## config.mk

```make
export PLATFORM = sky130hd
export DESIGN_NAME = dtm_monitor
export DESIGN_NICKNAME = d
export VERILOG_FILES = /design/src/rtl/dtm_monitor.v
export VERILOG_INCLUDE_DIRS = /design/src /design/src/rtl
export SDC_FILE = /design/constraint.sdc
export NUM_CORES = 1
export LEC_CHECK = 0
export BUFFER_PORTS_ARGS = -buffer_cell sky130_fd_sc_hd__buf_2
export CAP_MARGIN = 20
export CORE_MARGIN = 5
export CORE_UTILIZATION = 59
export DETAILED_ROUTE_END_ITERATION = 10
export PLACE_DENSITY_LB_ADDON = 0.12
export SETUP_SLACK_MARGIN = 0.02
export SLEW_MARGIN = 40
export SYNTH_ARGS = -nofsm -noshare
export SYNTH_HDL_FRONTEND = slang
export SYNTH_SLANG_ARGS = --single-unit
```

## constraint.sdc

```tcl
create_clock -name clock_i -period 3.5 [get_ports clock_i]
set_input_delay 1.05 -clock clock_i [delete_from_list [all_inputs] [get_ports clock_i]]
set_output_delay 1.05 -clock clock_i [all_outputs]
set_load 0.1 [all_outputs]
```

## src/rtl/dtm_defines.vh

```
`ifndef DTM_DEFINES_VH
`define DTM_DEFINES_VH

// register indices; byte address is four times the index
`define DTM_OFF_EVENT_FLAGS   4'h0
`define DTM_OFF_SMI_ROUTING   4'h2
`define DTM_OFF_IRQ_ROUTING   4'h4
`define DTM_OFF_SENSOR_CFG    4'h8
`define DTM_OFF_BANK_SEL      4'h9
`define DTM_OFF_CH_CFG_STS    4'ha
`define DTM_OFF_CH_READING    4'hb
`define DTM_OFF_CH_HIGH       4'hc
`define DTM_OFF_CH_LOW        4'hd
`define DTM_OFF_CH_OVERTEMP   4'he

// channel configuration and status bits
`define DTM_CS_EOC            7
`define DTM_CS_OPEN           6
`define DTM_CS_OTS_EN         5
`define DTM_CS_ALERT_EN       4
`define DTM_CS_OT_EXC         3
`define DTM_CS_HI_EXC         2
`define DTM_CS_LO_EXC         1
`define DTM_CS_CH_EN          0
`define DTM_CS_RW_MASK        8'h31
`define DTM_CS_W1C_MASK       8'h0e
`define DTM_CS_RST            8'h00

// sensor configuration bits
`define DTM_CFG_STANDBY       0
`define DTM_CFG_RW_MASK       8'h03
`define DTM_CFG_RST           8'h03

// event flags and routing enables
`define DTM_EVENT_MASK        8'h3f
`define DTM_EVENT_RST         8'h00
`define DTM_ROUTE_RST         8'h00
`define DTM_BANK_RST          4'h0
`define DTM_BANK_MAX          4'h2
`define DTM_ALARM_IDLE        3'h7

// temperature values, two's complement, one degree per step
`define DTM_TEMP_ZERO         8'h00
`define DTM_TEMP_127          8'h7f
`define DTM_TEMP_MINUS_55     8'hc9

`endif

```

## src/rtl/dtm_monitor.v

```verilog
// Contract
// - reading holds latest conversion result
// - event flags latched until software clears
// - readings start at zero degrees
// - status and command registers reset to zero, sensor configuration to 03
// - limits reset 127, 127, minus 55
// - all temperatures signed bytes, one degree
// - standby bit set stops conversions
// - registers stay accessible during standby
// - fault check runs before each conversion
// - open diode reports 127, raises both outputs
// - shorted diode reports zero, no low flag
// - write one clears, zero keeps
// - common registers at fixed offsets
// - per-channel registers at fixed offsets
// - event flag bit positions per channel
// - event flags reset to zero
// - smi enables per flag, reset disabled
// - interrupt outputs from flags and enables
// - event flags follow channel limit bits
// - limit violations latch own status bits
// - three banks share window, bank zero default
//
// Chosen here: the Avalon-MM interface to the registers.
`timescale 1ns/10ps
`include "dtm_defines.vh"

module dtm_monitor (
	// clock and reset
	input  wire        clock_i,
	input  wire        rst_i,
	// avalon-mm register slave
	input  wire [5:0]  avs_address_i,
	input  wire        avs_read_i,
	input  wire        avs_write_i,
	input  wire [31:0] avs_writedata_i,
	input  wire [3:0]  avs_byteenable_i,
	output reg  [31:0] avs_readdata_o,
	output reg         avs_waitrequest_o,
	// converter handshake
	output reg         conv_start_o,
	output reg  [1:0]  conv_channel_o,
	input  wire        conv_done_i,
	input  wire [7:0]  conv_value_i,
	// diode fault comparators, asynchronous
	input  wire [2:0]  diode_anode_open_i,
	input  wire [2:0]  diode_anode_short_i,
	// alarm and interrupt outputs
	output reg  [2:0]  alert_n_o,
	output reg  [2:0]  overtemp_shutdown_out_n_o,
	output reg         irq_o,
	output reg         system_mgmt_interrupt_n_o
);

	localparam [1:0] ST_IDLE  = 2'b00;
	localparam [1:0] ST_CHECK = 2'b01;
	localparam [1:0] ST_CONV  = 2'b10;
	localparam [1:0] CH_LAST  = 2'b10;

	// register file
	reg  [7:0] event_flags;
	reg  [7:0] smi_routing_enables;
	reg  [7:0] irq_routing_enables;
	reg  [7:0] sensor_configuration;
	reg  [3:0] bank_selector;
	reg  [7:0] channel_config_status  [0:2];
	reg  [7:0] channel_reading        [0:2];
	reg  [7:0] channel_high_limit     [0:2];
	reg  [7:0] channel_low_limit      [0:2];
	reg  [7:0] channel_overtemp_limit [0:2];

	// fault input synchronisers
	reg  [5:0] fault_s1;
	reg  [5:0] fault_s2;
	reg  [5:0] fault_s3;
	reg  [5:0] fault_filt;

	// sequencer
	reg  [1:0] state;
	reg  [1:0] cur;
	reg        flt_open;
	reg        flt_short;
	reg  [7:0] next_value;
	reg        next_ot;
	reg        next_hi;
	reg        next_lo;

	// bus decode
	wire [3:0] reg_idx  = avs_address_i[5:2];
	wire       wr_go    = avs_write_i & ~avs_waitrequest_o & avs_byteenable_i[0];
	wire [7:0] wbyte    = avs_writedata_i[7:0];
	wire       bank_ok  = (bank_selector <= `DTM_BANK_MAX);
	wire [1:0] bank_ch  = bank_selector[1:0];
	wire       conv_end = (state == ST_CONV) & conv_done_i;
	reg  [7:0] next_readdata;
	wire [7:0] next_events;
	integer    i;
	integer    out_ch;
	genvar     g;

	// three-stage pin synchroniser; a change counts once stages two and three agree
	always @(posedge clock_i) begin
		if (rst_i) begin
			fault_s1   <= 6'h00;
			fault_s2   <= 6'h00;
			fault_s3   <= 6'h00;
			fault_filt <= 6'h00;
		end else begin
			fault_s1   <= {diode_anode_short_i, diode_anode_open_i};
			fault_s2   <= fault_s1;
			fault_s3   <= fault_s2;
			fault_filt <= (fault_s2 & fault_s3) | (fault_filt & (fault_s2 | fault_s3));
		end
	end

	// result of the conversion that is ending, with fault overrides
	always @* begin
		if (flt_open) begin
			next_value = `DTM_TEMP_127;
		end else if (flt_short) begin
			next_value = `DTM_TEMP_ZERO;
		end else begin
			next_value = conv_value_i;
		end
		// signed compares against the channel's limits
		next_ot = ($signed(next_value) > $signed(channel_overtemp_limit[cur])) | flt_open;
		next_hi = ($signed(next_value) > $signed(channel_high_limit[cur])) | flt_open;
		next_lo = ($signed(next_value) < $signed(channel_low_limit[cur])) & ~flt_short;
	end

	// conversion sequencer: round robin over enabled channels
	always @(posedge clock_i) begin
		if (rst_i) begin
			state          <= ST_IDLE;
			cur            <= 2'b00;
			flt_open       <= 1'b0;
			flt_short      <= 1'b0;
			conv_start_o   <= 1'b0;
			conv_channel_o <= 2'b00;
		end else begin
			conv_start_o <= 1'b0;
			case (state)
				ST_IDLE: begin
					// standby starts no new conversion
					if (!sensor_configuration[`DTM_CFG_STANDBY]) begin
						if (channel_config_status[cur][`DTM_CS_CH_EN]) begin
							state <= ST_CHECK;
						end else begin
							cur <= (cur == CH_LAST) ? 2'b00 : cur + 2'b01;
						end
					end
				end
				ST_CHECK: begin
					// fault check ahead of the conversion
					flt_open       <= fault_filt[cur];
					flt_short      <= fault_filt[3 + cur] & ~fault_filt[cur];
					conv_start_o   <= 1'b1;
					conv_channel_o <= cur;
					state          <= ST_CONV;
				end
				ST_CONV: begin
					if (conv_done_i) begin
						state <= ST_IDLE;
						cur   <= (cur == CH_LAST) ? 2'b00 : cur + 2'b01;
					end
				end
				default: begin
					state <= ST_IDLE;
				end
			endcase
		end
	end

	// common registers
	always @(posedge clock_i) begin
		if (rst_i) begin
			smi_routing_enables  <= `DTM_ROUTE_RST;
			irq_routing_enables  <= `DTM_ROUTE_RST;
			sensor_configuration <= `DTM_CFG_RST;
			bank_selector        <= `DTM_BANK_RST;
		end else if (wr_go) begin
			// writes land whether or not standby is set
			case (reg_idx)
				`DTM_OFF_SMI_ROUTING: smi_routing_enables  <= wbyte & `DTM_EVENT_MASK;
				`DTM_OFF_IRQ_ROUTING: irq_routing_enables  <= wbyte & `DTM_EVENT_MASK;
				`DTM_OFF_SENSOR_CFG:  sensor_configuration <= wbyte & `DTM_CFG_RW_MASK;
				`DTM_OFF_BANK_SEL:    bank_selector        <= wbyte[3:0];
				default: begin
				end
			endcase
		end
	end

	// per-channel registers
	always @(posedge clock_i) begin
		if (rst_i) begin
			for (i = 0; i < 3; i = i + 1) begin
				channel_config_status[i]  <= `DTM_CS_RST;
				channel_reading[i]        <= `DTM_TEMP_ZERO;
				channel_high_limit[i]     <= `DTM_TEMP_127;
				channel_low_limit[i]      <= `DTM_TEMP_MINUS_55;
				channel_overtemp_limit[i] <= `DTM_TEMP_127;
			end
		end else begin
			for (i = 0; i < 3; i = i + 1) begin
				// software writes to the selected bank
				if (wr_go && bank_ok && bank_ch == i[1:0]) begin
					case (reg_idx)
						`DTM_OFF_CH_CFG_STS: begin
							// write one clears the limit bits
							channel_config_status[i] <=
								(channel_config_status[i] & ~`DTM_CS_RW_MASK
								 & ~(wbyte & `DTM_CS_W1C_MASK))
								| (wbyte & `DTM_CS_RW_MASK);
						end
						`DTM_OFF_CH_HIGH:     channel_high_limit[i]     <= wbyte;
						`DTM_OFF_CH_LOW:      channel_low_limit[i]      <= wbyte;
						`DTM_OFF_CH_OVERTEMP: channel_overtemp_limit[i] <= wbyte;
						default: begin
						end
					endcase
				end
				if (state == ST_CHECK && cur == i[1:0]) begin
					channel_config_status[i][`DTM_CS_EOC] <= 1'b0;
				end
				// a completed conversion wins over a same-cycle clear
				if (conv_end && cur == i[1:0]) begin
					channel_reading[i] <= next_value;
					channel_config_status[i][`DTM_CS_EOC]  <= 1'b1;
					channel_config_status[i][`DTM_CS_OPEN] <= flt_open;
					if (next_ot) begin
						channel_config_status[i][`DTM_CS_OT_EXC] <= 1'b1;
					end
					if (next_hi) begin
						channel_config_status[i][`DTM_CS_HI_EXC] <= 1'b1;
					end
					if (next_lo) begin
						channel_config_status[i][`DTM_CS_LO_EXC] <= 1'b1;
					end
				end
			end
		end
	end

	// event flags mirror latched limit bits; cleared only by clearing those
	generate
		for (g = 0; g < 3; g = g + 1) begin : g_event
			assign next_events[2 * g]     = channel_config_status[g][`DTM_CS_HI_EXC]
			                                | channel_config_status[g][`DTM_CS_LO_EXC];
			assign next_events[2 * g + 1] = channel_config_status[g][`DTM_CS_OT_EXC];
		end
	endgenerate

	// reserved flag bits read zero
	assign next_events[7:6] = 2'b00;

	always @(posedge clock_i) begin
		if (rst_i) begin
			event_flags <= `DTM_EVENT_RST;
		end else begin
			event_flags <= next_events;
		end
	end

	// outputs
	always @(posedge clock_i) begin
		if (rst_i) begin
			alert_n_o                 <= `DTM_ALARM_IDLE;
			overtemp_shutdown_out_n_o <= `DTM_ALARM_IDLE;
			irq_o                     <= 1'b0;
			system_mgmt_interrupt_n_o <= 1'b1;
		end else begin
			for (out_ch = 0; out_ch < 3; out_ch = out_ch + 1) begin
				alert_n_o[out_ch] <= ~(channel_config_status[out_ch][`DTM_CS_ALERT_EN]
				                       & next_events[2 * out_ch]);
				overtemp_shutdown_out_n_o[out_ch] <= ~(channel_config_status[out_ch][`DTM_CS_OTS_EN]
				                                       & next_events[2 * out_ch + 1]);
			end
			irq_o                     <= |(event_flags & irq_routing_enables);
			system_mgmt_interrupt_n_o <= ~(|(event_flags & smi_routing_enables));
		end
	end

	// read data selection
	always @* begin
		next_readdata = 8'h00;
		case (reg_idx)
			`DTM_OFF_EVENT_FLAGS: next_readdata = event_flags;
			`DTM_OFF_SMI_ROUTING: next_readdata = smi_routing_enables;
			`DTM_OFF_IRQ_ROUTING: next_readdata = irq_routing_enables;
			`DTM_OFF_SENSOR_CFG:  next_readdata = sensor_configuration;
			`DTM_OFF_BANK_SEL:    next_readdata = {4'h0, bank_selector};
			`DTM_OFF_CH_CFG_STS:  next_readdata = bank_ok ? channel_config_status[bank_ch] : 8'h00;
			`DTM_OFF_CH_READING:  next_readdata = bank_ok ? channel_reading[bank_ch] : 8'h00;
			`DTM_OFF_CH_HIGH:     next_readdata = bank_ok ? channel_high_limit[bank_ch] : 8'h00;
			`DTM_OFF_CH_LOW:      next_readdata = bank_ok ? channel_low_limit[bank_ch] : 8'h00;
			`DTM_OFF_CH_OVERTEMP: next_readdata = bank_ok ? channel_overtemp_limit[bank_ch] : 8'h00;
			default:              next_readdata = 8'h00;
		endcase
	end

	// bus handshake: waitrequest drops for exactly the accepting cycle
	always @(posedge clock_i) begin
		if (rst_i) begin
			avs_waitrequest_o <= 1'b1;
			avs_readdata_o    <= 32'h00000000;
		end else begin
			if (!avs_waitrequest_o) begin
				avs_waitrequest_o <= 1'b1;
			end else if (avs_read_i || avs_write_i) begin
				avs_waitrequest_o <= 1'b0;
				// read data stand until the next accepted read
				if (avs_read_i) begin
					avs_readdata_o <= {24'h000000, next_readdata};
				end
			end
		end
	end

endmodule

```

==> flow_metrics.tcl, run 1 <==
set metrics [dict create \
    min_path_cells 1 \
    leakagePower_nw 3.86 \
    grt_use_total 0.298 \
    layout.nets 1021 \
    irDropWorstVdd_uv 381 \
    cp_max_fo 25 \
    start_kind "register" \
    grtUsageMet3 0.0643 \
    coreArea_um2 15900 \
    routed_wirelength_mm 27.3 \
    async_flop_share 0 \
    start_util 0.603 \
    slew_headroom 0.452 \
    antenna_cells 0 \
    postCtsSetupBuffers 0 \
    fillerInstances 1240 \
    dpl-instance-area_um2 10200 \
    slowest_delay_ns 0.69 \
    synth.distinct_cells 77 \
    row_count 46 \
    clockBufferDepth 2 \
    clock_sinks 198 \
    path_clk_slew_ns 0.07 \
    post_cts_resize_count 0 \
    cts_max_level 4 \
    die_y_um 138 \
    portBuffers 51 \
    synth_top_area_frac 0.365 \
    synth_edf_count 117 \
    ys_seq_area_frac 0.534 \
    endpoint_kind "register" \
    root_buffer "clkbuf_16" \
    crit_slowest_cell "or4_1" \
    worst_r2r_path_depth 10 \
    syn-instance-count 876 \
    max-cap-violations 0 \
    vias_per_cell 6.44 \
    wl_per_cell_um 23.3 \
    hold_class "register to register" \
    min_from "channel_config_status[0][5]" \
    cts_made_buffers 17 \
    ys_top_cells_by_count "edfxtp_1, dfxtp_1, mux2i_1, nor2_1, nand2_1" \
    grt_max_degree 44 \
    dr.pass1.iters 6 \
    ys.flop_type "edfxtp_1" \
    r2r_slack_ns 0.44 \
    syn_area_per_cell_um2 11.0 \
    syn_area_um2 9620 \
    tns_ns 0 \
    io_pins 105 \
    fin_util 0.673 \
    vias 7530 \
    grt.busiest_layer "met2" \
    cts_tree "built" \
    hold_viol_final 0 \
    fmax_mhz 327 \
    power_density_nw_per_um2 455 \
    antenna_found_initial 0 \
    grt_pass1_wl_mm 41.8 \
    path_cells "buf_12, mux2i_1, nor2_1, a21oi_1, ha_1, and4_1, o211ai_1, or4_1, a22oi_2, o311ai_1" \
    die_area_um2 19000 \
    grt_pass1_vias 7223 \
    gp_congestion 1.03 \
    synth.most_common_cell "edfxtp_1" \
    drt_iter0_drc 934 \
    ant_nets 0 \
    rr_endpoint "channel_config_status[0][3]" \
    fin_worst_skew_ns 0.00964 \
    hpwl_mm 20.1 \
    status "finished, final reports clean" \
    holdPathEnd "overtemp_shutdown_out_n_o[0]" \
    fp.dieW_um 138 \
    yosysWarnings 0 \
    fin_crit_ns 3.06 \
    rsz0062_at_grt "false" \
    setup_viol 0 \
    grt_overflow 0 \
    final_max_slew_viol_count 0 \
    cpLargestDelayFamily "simple AND/OR/NAND/NOR gates" \
    synth.area.top_cells "edfxtp_1, dfxtp_1, mux2i_1, nor2_1, ha_1" \
    period_share 0.874 \
    syn_to_final_growth_pct 11.6 \
    use_met2 0.469 \
    crit_buf_inv 1 \
    finish.instance_area_um2 10700 \
    crit_arrival_ns 3.22 \
    cp.required_ns 3.66 \
    holdWs_ns 0.440 \
    drive_above_1_share 0.145 \
    criticalPathCategory "register to register" \
    grtUsageMet1 0.418 \
    synth_top_area_cell "edfxtp_1" \
    ys_ff_latch 198 \
    clock_latency_ns 0.43 \
    worstMarginPinSlew_ns 0.822 \
    hold_buffers 0 \
    drcViolationCount 0 \
]
## sequential cells by signal (all words and copies together) (netlist names), 8 cells and up, named ones only
name and count:
channel_reading 24, channel_low_limit 24, channel_overtemp_limit 24, channel_config_status 24, channel_high_limit 24, avs_readdata_o 8
## placed cells by master (no fill, tap or decap), types with 6 or more instances in the layout
cell / instances
nand2_1: 60
a22oi_1: 20
nand2b_1: 25
buf_2: 51
ha_1: 20
nor2b_1: 39
mux2i_1: 76
edfxtp_1: 117
a222oi_1: 6
a21o_1: 8
o21ai_0: 43
and2_1: 12
conb_1: 24
dfxtp_1: 79
buf_4: 36
inv_1: 24
nor3_1: 9
a21oi_1: 42
a211oi_1: 6
nand3_1: 8
nor2_1: 71
clkbuf_16: 17
o22ai_1: 13
nor4_1: 8
a22o_1: 10
## kinds of logic (layout without fill, tap and decap cells)
logic type | Yosys count | in the layout | share of synthesized area
AO/OA/AOI/OAI | 209 | 209 | 0.149
XOR/XNOR | 4 | 4 | 0.00364
adder cells (fa/ha/maj) | 22 | 22 | 0.0281
buffers and inverters | 92 | 146 | 0.0481
flip-flops | 198 | 198 | 0.534
multiplexers | 85 | 85 | 0.0935
other | 1 | 24 | 0.000390
AND/OR/NAND/NOR | 265 | 265 | 0.144
## per-layer routing
layer  vias to the layer above  share of wire
met4                         0          0.030
met5                         -              0
met3                        68           0.10
met1                      3642           0.41
li1                       3360              -
met2                       460           0.46
## metrics by stage
step / setup WS [ns] / cells / total power, mW
global placement: 0.193 / 1137 / 3.02
global route: 0.358 / 1169 / 5.02
detailed placement: 0.137 / 1137 / 3.03
finish: 0.442 / 1169 / 4.88
CTS: 0.470 / 1169 / 4.87
floorplan: 0.463 / 899 / 2.91
## final cells by class
cell class / instances / area, um2 / area share
Clock buffer: 19 / 453 / 0.0422
Clock inverter: 13 / 106 / 0.00991
Inverter: 25 / 93.8 / 0.00874
Multi-Input combinational cell: 609 / 4110 / 0.383
Sequential cell: 198 / 5140 / 0.479
Tap cell: 216 / 270 / 0.0252
Timing Repair Buffer: 89 / 566 / 0.0527
## worst max-delay path by stage
stage               startpoint                     endpoint  slack, ns  cells after the start
2_1_floorplan  conv_value_i[7]  channel_config_status[0][3]       0.46                      8
6_report              register  channel_config_status[0][3]       0.44                     10
3_3_place_gp   conv_value_i[7]  channel_config_status[1][3]       0.19                      8
3_5_place_dp   conv_value_i[5]  channel_config_status[0][3]       0.14                      8
4_1_cts               register  channel_config_status[0][3]       0.47                     10
5_1_grt               register  channel_config_status[0][3]       0.36                     10
## report_power, final
group          internal [mW]  switching [mW]
combinational          0.111           0.349
sequential              2.50          0.0280
clock                  0.973           0.918
total                   3.58            1.30
Power figures use the tool's default switching activity.
==> run 2, diff against run 1 <==
--- a/config.mk
+++ b/config.mk
@@ -10,6 +10,7 @@
 export CAP_MARGIN = 20
 export CORE_MARGIN = 5
 export CORE_UTILIZATION = 59
+export CTS_BUF_LIST = sky130_fd_sc_hd__clkbuf_16
 export DETAILED_ROUTE_END_ITERATION = 10
 export PLACE_DENSITY_LB_ADDON = 0.12
 export SETUP_SLACK_MARGIN = 0.02
==> run 2 against run 1 <==
Compared with the run above:
- sequential power barely moved
- utilization decreased by 0.13 points
- count of clock-buffer cells in the layout down 2
- first-iteration DRC count increased by 4.0%
- critical endpoint unchanged
- largest cell class unchanged
==> flow_metrics.tcl, run 2 (same netlist as run 1, synthesis figures left out) <==
set metrics [dict create \
    status "finished, final reports clean" \
    cp_max_fo 25 \
    start_util 0.603 \
    power.share.sequential 0.522 \
    start_kind "register" \
    seqCellArea_um2 5140 \
    clockBufferDepth 2 \
    grt_pass1_vias 7216 \
    switching_share 0.268 \
    final_cell_mix "edfxtp_1, dfxtp_1, mux2i_1, nor2_1, nand2_1" \
    dp_cells 1137 \
    period_share 0.881 \
    portBuffers 51 \
    crit_arrival_ns 3.25 \
    setup_viol 0 \
    antenna_cells 0 \
    endpoint_kind "register" \
    power_density_nw_per_um2 452 \
    vias_per_cell 6.40 \
    cp.required_ns 3.67 \
    layout.nets 1021 \
    multi_input_area_um2 4110 \
    die_area_um2 19000 \
    grt_max_degree 44 \
    die_y_um 138 \
    gp_congestion 1.03 \
    drive_above_1_share 0.145 \
    dr.pass1.iters 6 \
    worstMarginPinSlew_ns 0.815 \
    drt_iter0_drc 971 \
    post_cts_resize_count 0 \
    fin_crit_ns 3.08 \
    path_clk_slew_ns 0.07 \
    p_switching_mw 1.30 \
    fin_cells 1169 \
    root_buffer "clkbuf_16" \
    max-cap-violations 0 \
    slew_headroom 0.457 \
    cts_tree "built" \
    clock_latency_ns 0.44 \
    hold_viol_final 0 \
    antenna_found_initial 0 \
    grt_overflow 0 \
    hold_class "register to register" \
    power_frac_comb 0.095 \
    post-place-ws_ns 0.137 \
    row_count 46 \
    wl_per_cell_um 23.3 \
    ant_nets 0 \
    grt_pass1_wl_mm 41.8 \
    io_pins 105 \
    syn_to_final_growth_pct 11.4 \
    hold_buffers 0 \
    vias 7480 \
    final_common_cell "edfxtp_1" \
    drcViolationCount 0 \
    clock_sinks 198 \
    pwr-share-clk 0.382 \
    routed_wirelength_mm 27.2 \
    grt_use_total 0.298 \
    coreArea_um2 15900 \
    tns_ns 0 \
    postCtsSetupBuffers 0 \
    cts_made_buffers 17 \
    setup_ws_ns 0.416 \
    finalPower_mw 4.84 \
    hpwl_mm 20.1 \
    fmax_mhz 324 \
    p_int_mw 3.54 \
    leakagePower_nw 3.85 \
    fin_worst_skew_ns 0.00800 \
    final_max_slew_viol_count 0 \
    cts_max_level 4 \
    fillerInstances 1246 \
    fp.dieW_um 138 \
    criticalPathCategory "register to register" \
    irDropWorstVdd_uv 384 \
    rsz0062_at_grt "false" \
]
-- run 2: cell types whose count changed in the layout (fill, tap and decap cells not counted) --
| cell | before | now |
|---|---|---|
| inv_2 | 1 | 3 |
| clkbuf_8 | 2 | 0 |
-- run 2: metal layers --
metal  global-route usage  routed length [um]  vias to the layer above  part of all wire
met4               0.0887                 793                        0             0.029
met5                    0                   0                        -                 0
met3               0.0643                2550                       62             0.094
li1                     -                   -                     3348                 -
met2                0.468               12500                      429              0.46
met1                0.417               11400                     3641              0.42
-- run 2: power by group through the flow --
| stage | clock network [mW] | logic [mW] | registers (mW) |
|---|---|---|---|
| global route | 1.96 | 0.485 | 2.53 |
| floorplan | 0 | 0.313 | 2.60 |
| detailed placement | 0 | 0.450 | 2.58 |
| finish | 1.85 | 0.460 | 2.53 |
| global placement | 0 | 0.442 | 2.58 |
| CTS | 1.85 | 0.452 | 2.53 |
-- run 2: cell type report --
type | instances | area share
clock buffers | 17 | 0.0397
repair buffers | 89 | 0.0528
multi-input cells | 609 | 0.383
inverters | 25 | 0.00876
clock inverters | 15 | 0.0106
well taps | 216 | 0.0252
flip-flops and latches | 198 | 0.480
-- run 2: through the flow --
stage,hold slack (ns),area (um2),utilization
global route,0.458,10700,0.672
CTS,0.442,10700,0.672
global placement,0.423,10200,0.638
floorplan,0.412,9710,-
detailed placement,0.434,10200,0.638
finish,0.440,10700,0.672
-- run 2: worst paths after layout --
| check | slack, ns | startpoint | cells past startpoint | to |
|---|---|---|---|---|
| worst max-delay path | 0.42 | register | 10 | channel_config_status[0][3] |
| worst min-delay path | 0.44 | channel_config_status[0][5] | 1 | overtemp_shutdown_out_n_o[0] |
| worst max register to register | 0.42 | register | 10 | channel_config_status[0][3] |
| worst min register to register | 0.44 | channel_config_status[0][5] | 1 | overtemp_shutdown_out_n_o[0] |
-- run 2: worst max-delay path, stage by stage (launching register included) --
cell and delay, ns:
dfxtp_1 0.36, buf_12 0.23, mux2i_1 0.21, nor2_1 0.05
a21oi_1 0.32, ha_1 0.19, and4_1 0.25, o211ai_1 0.11
or4_1 0.69, a22oi_2 0.22, o311ai_1 0.13
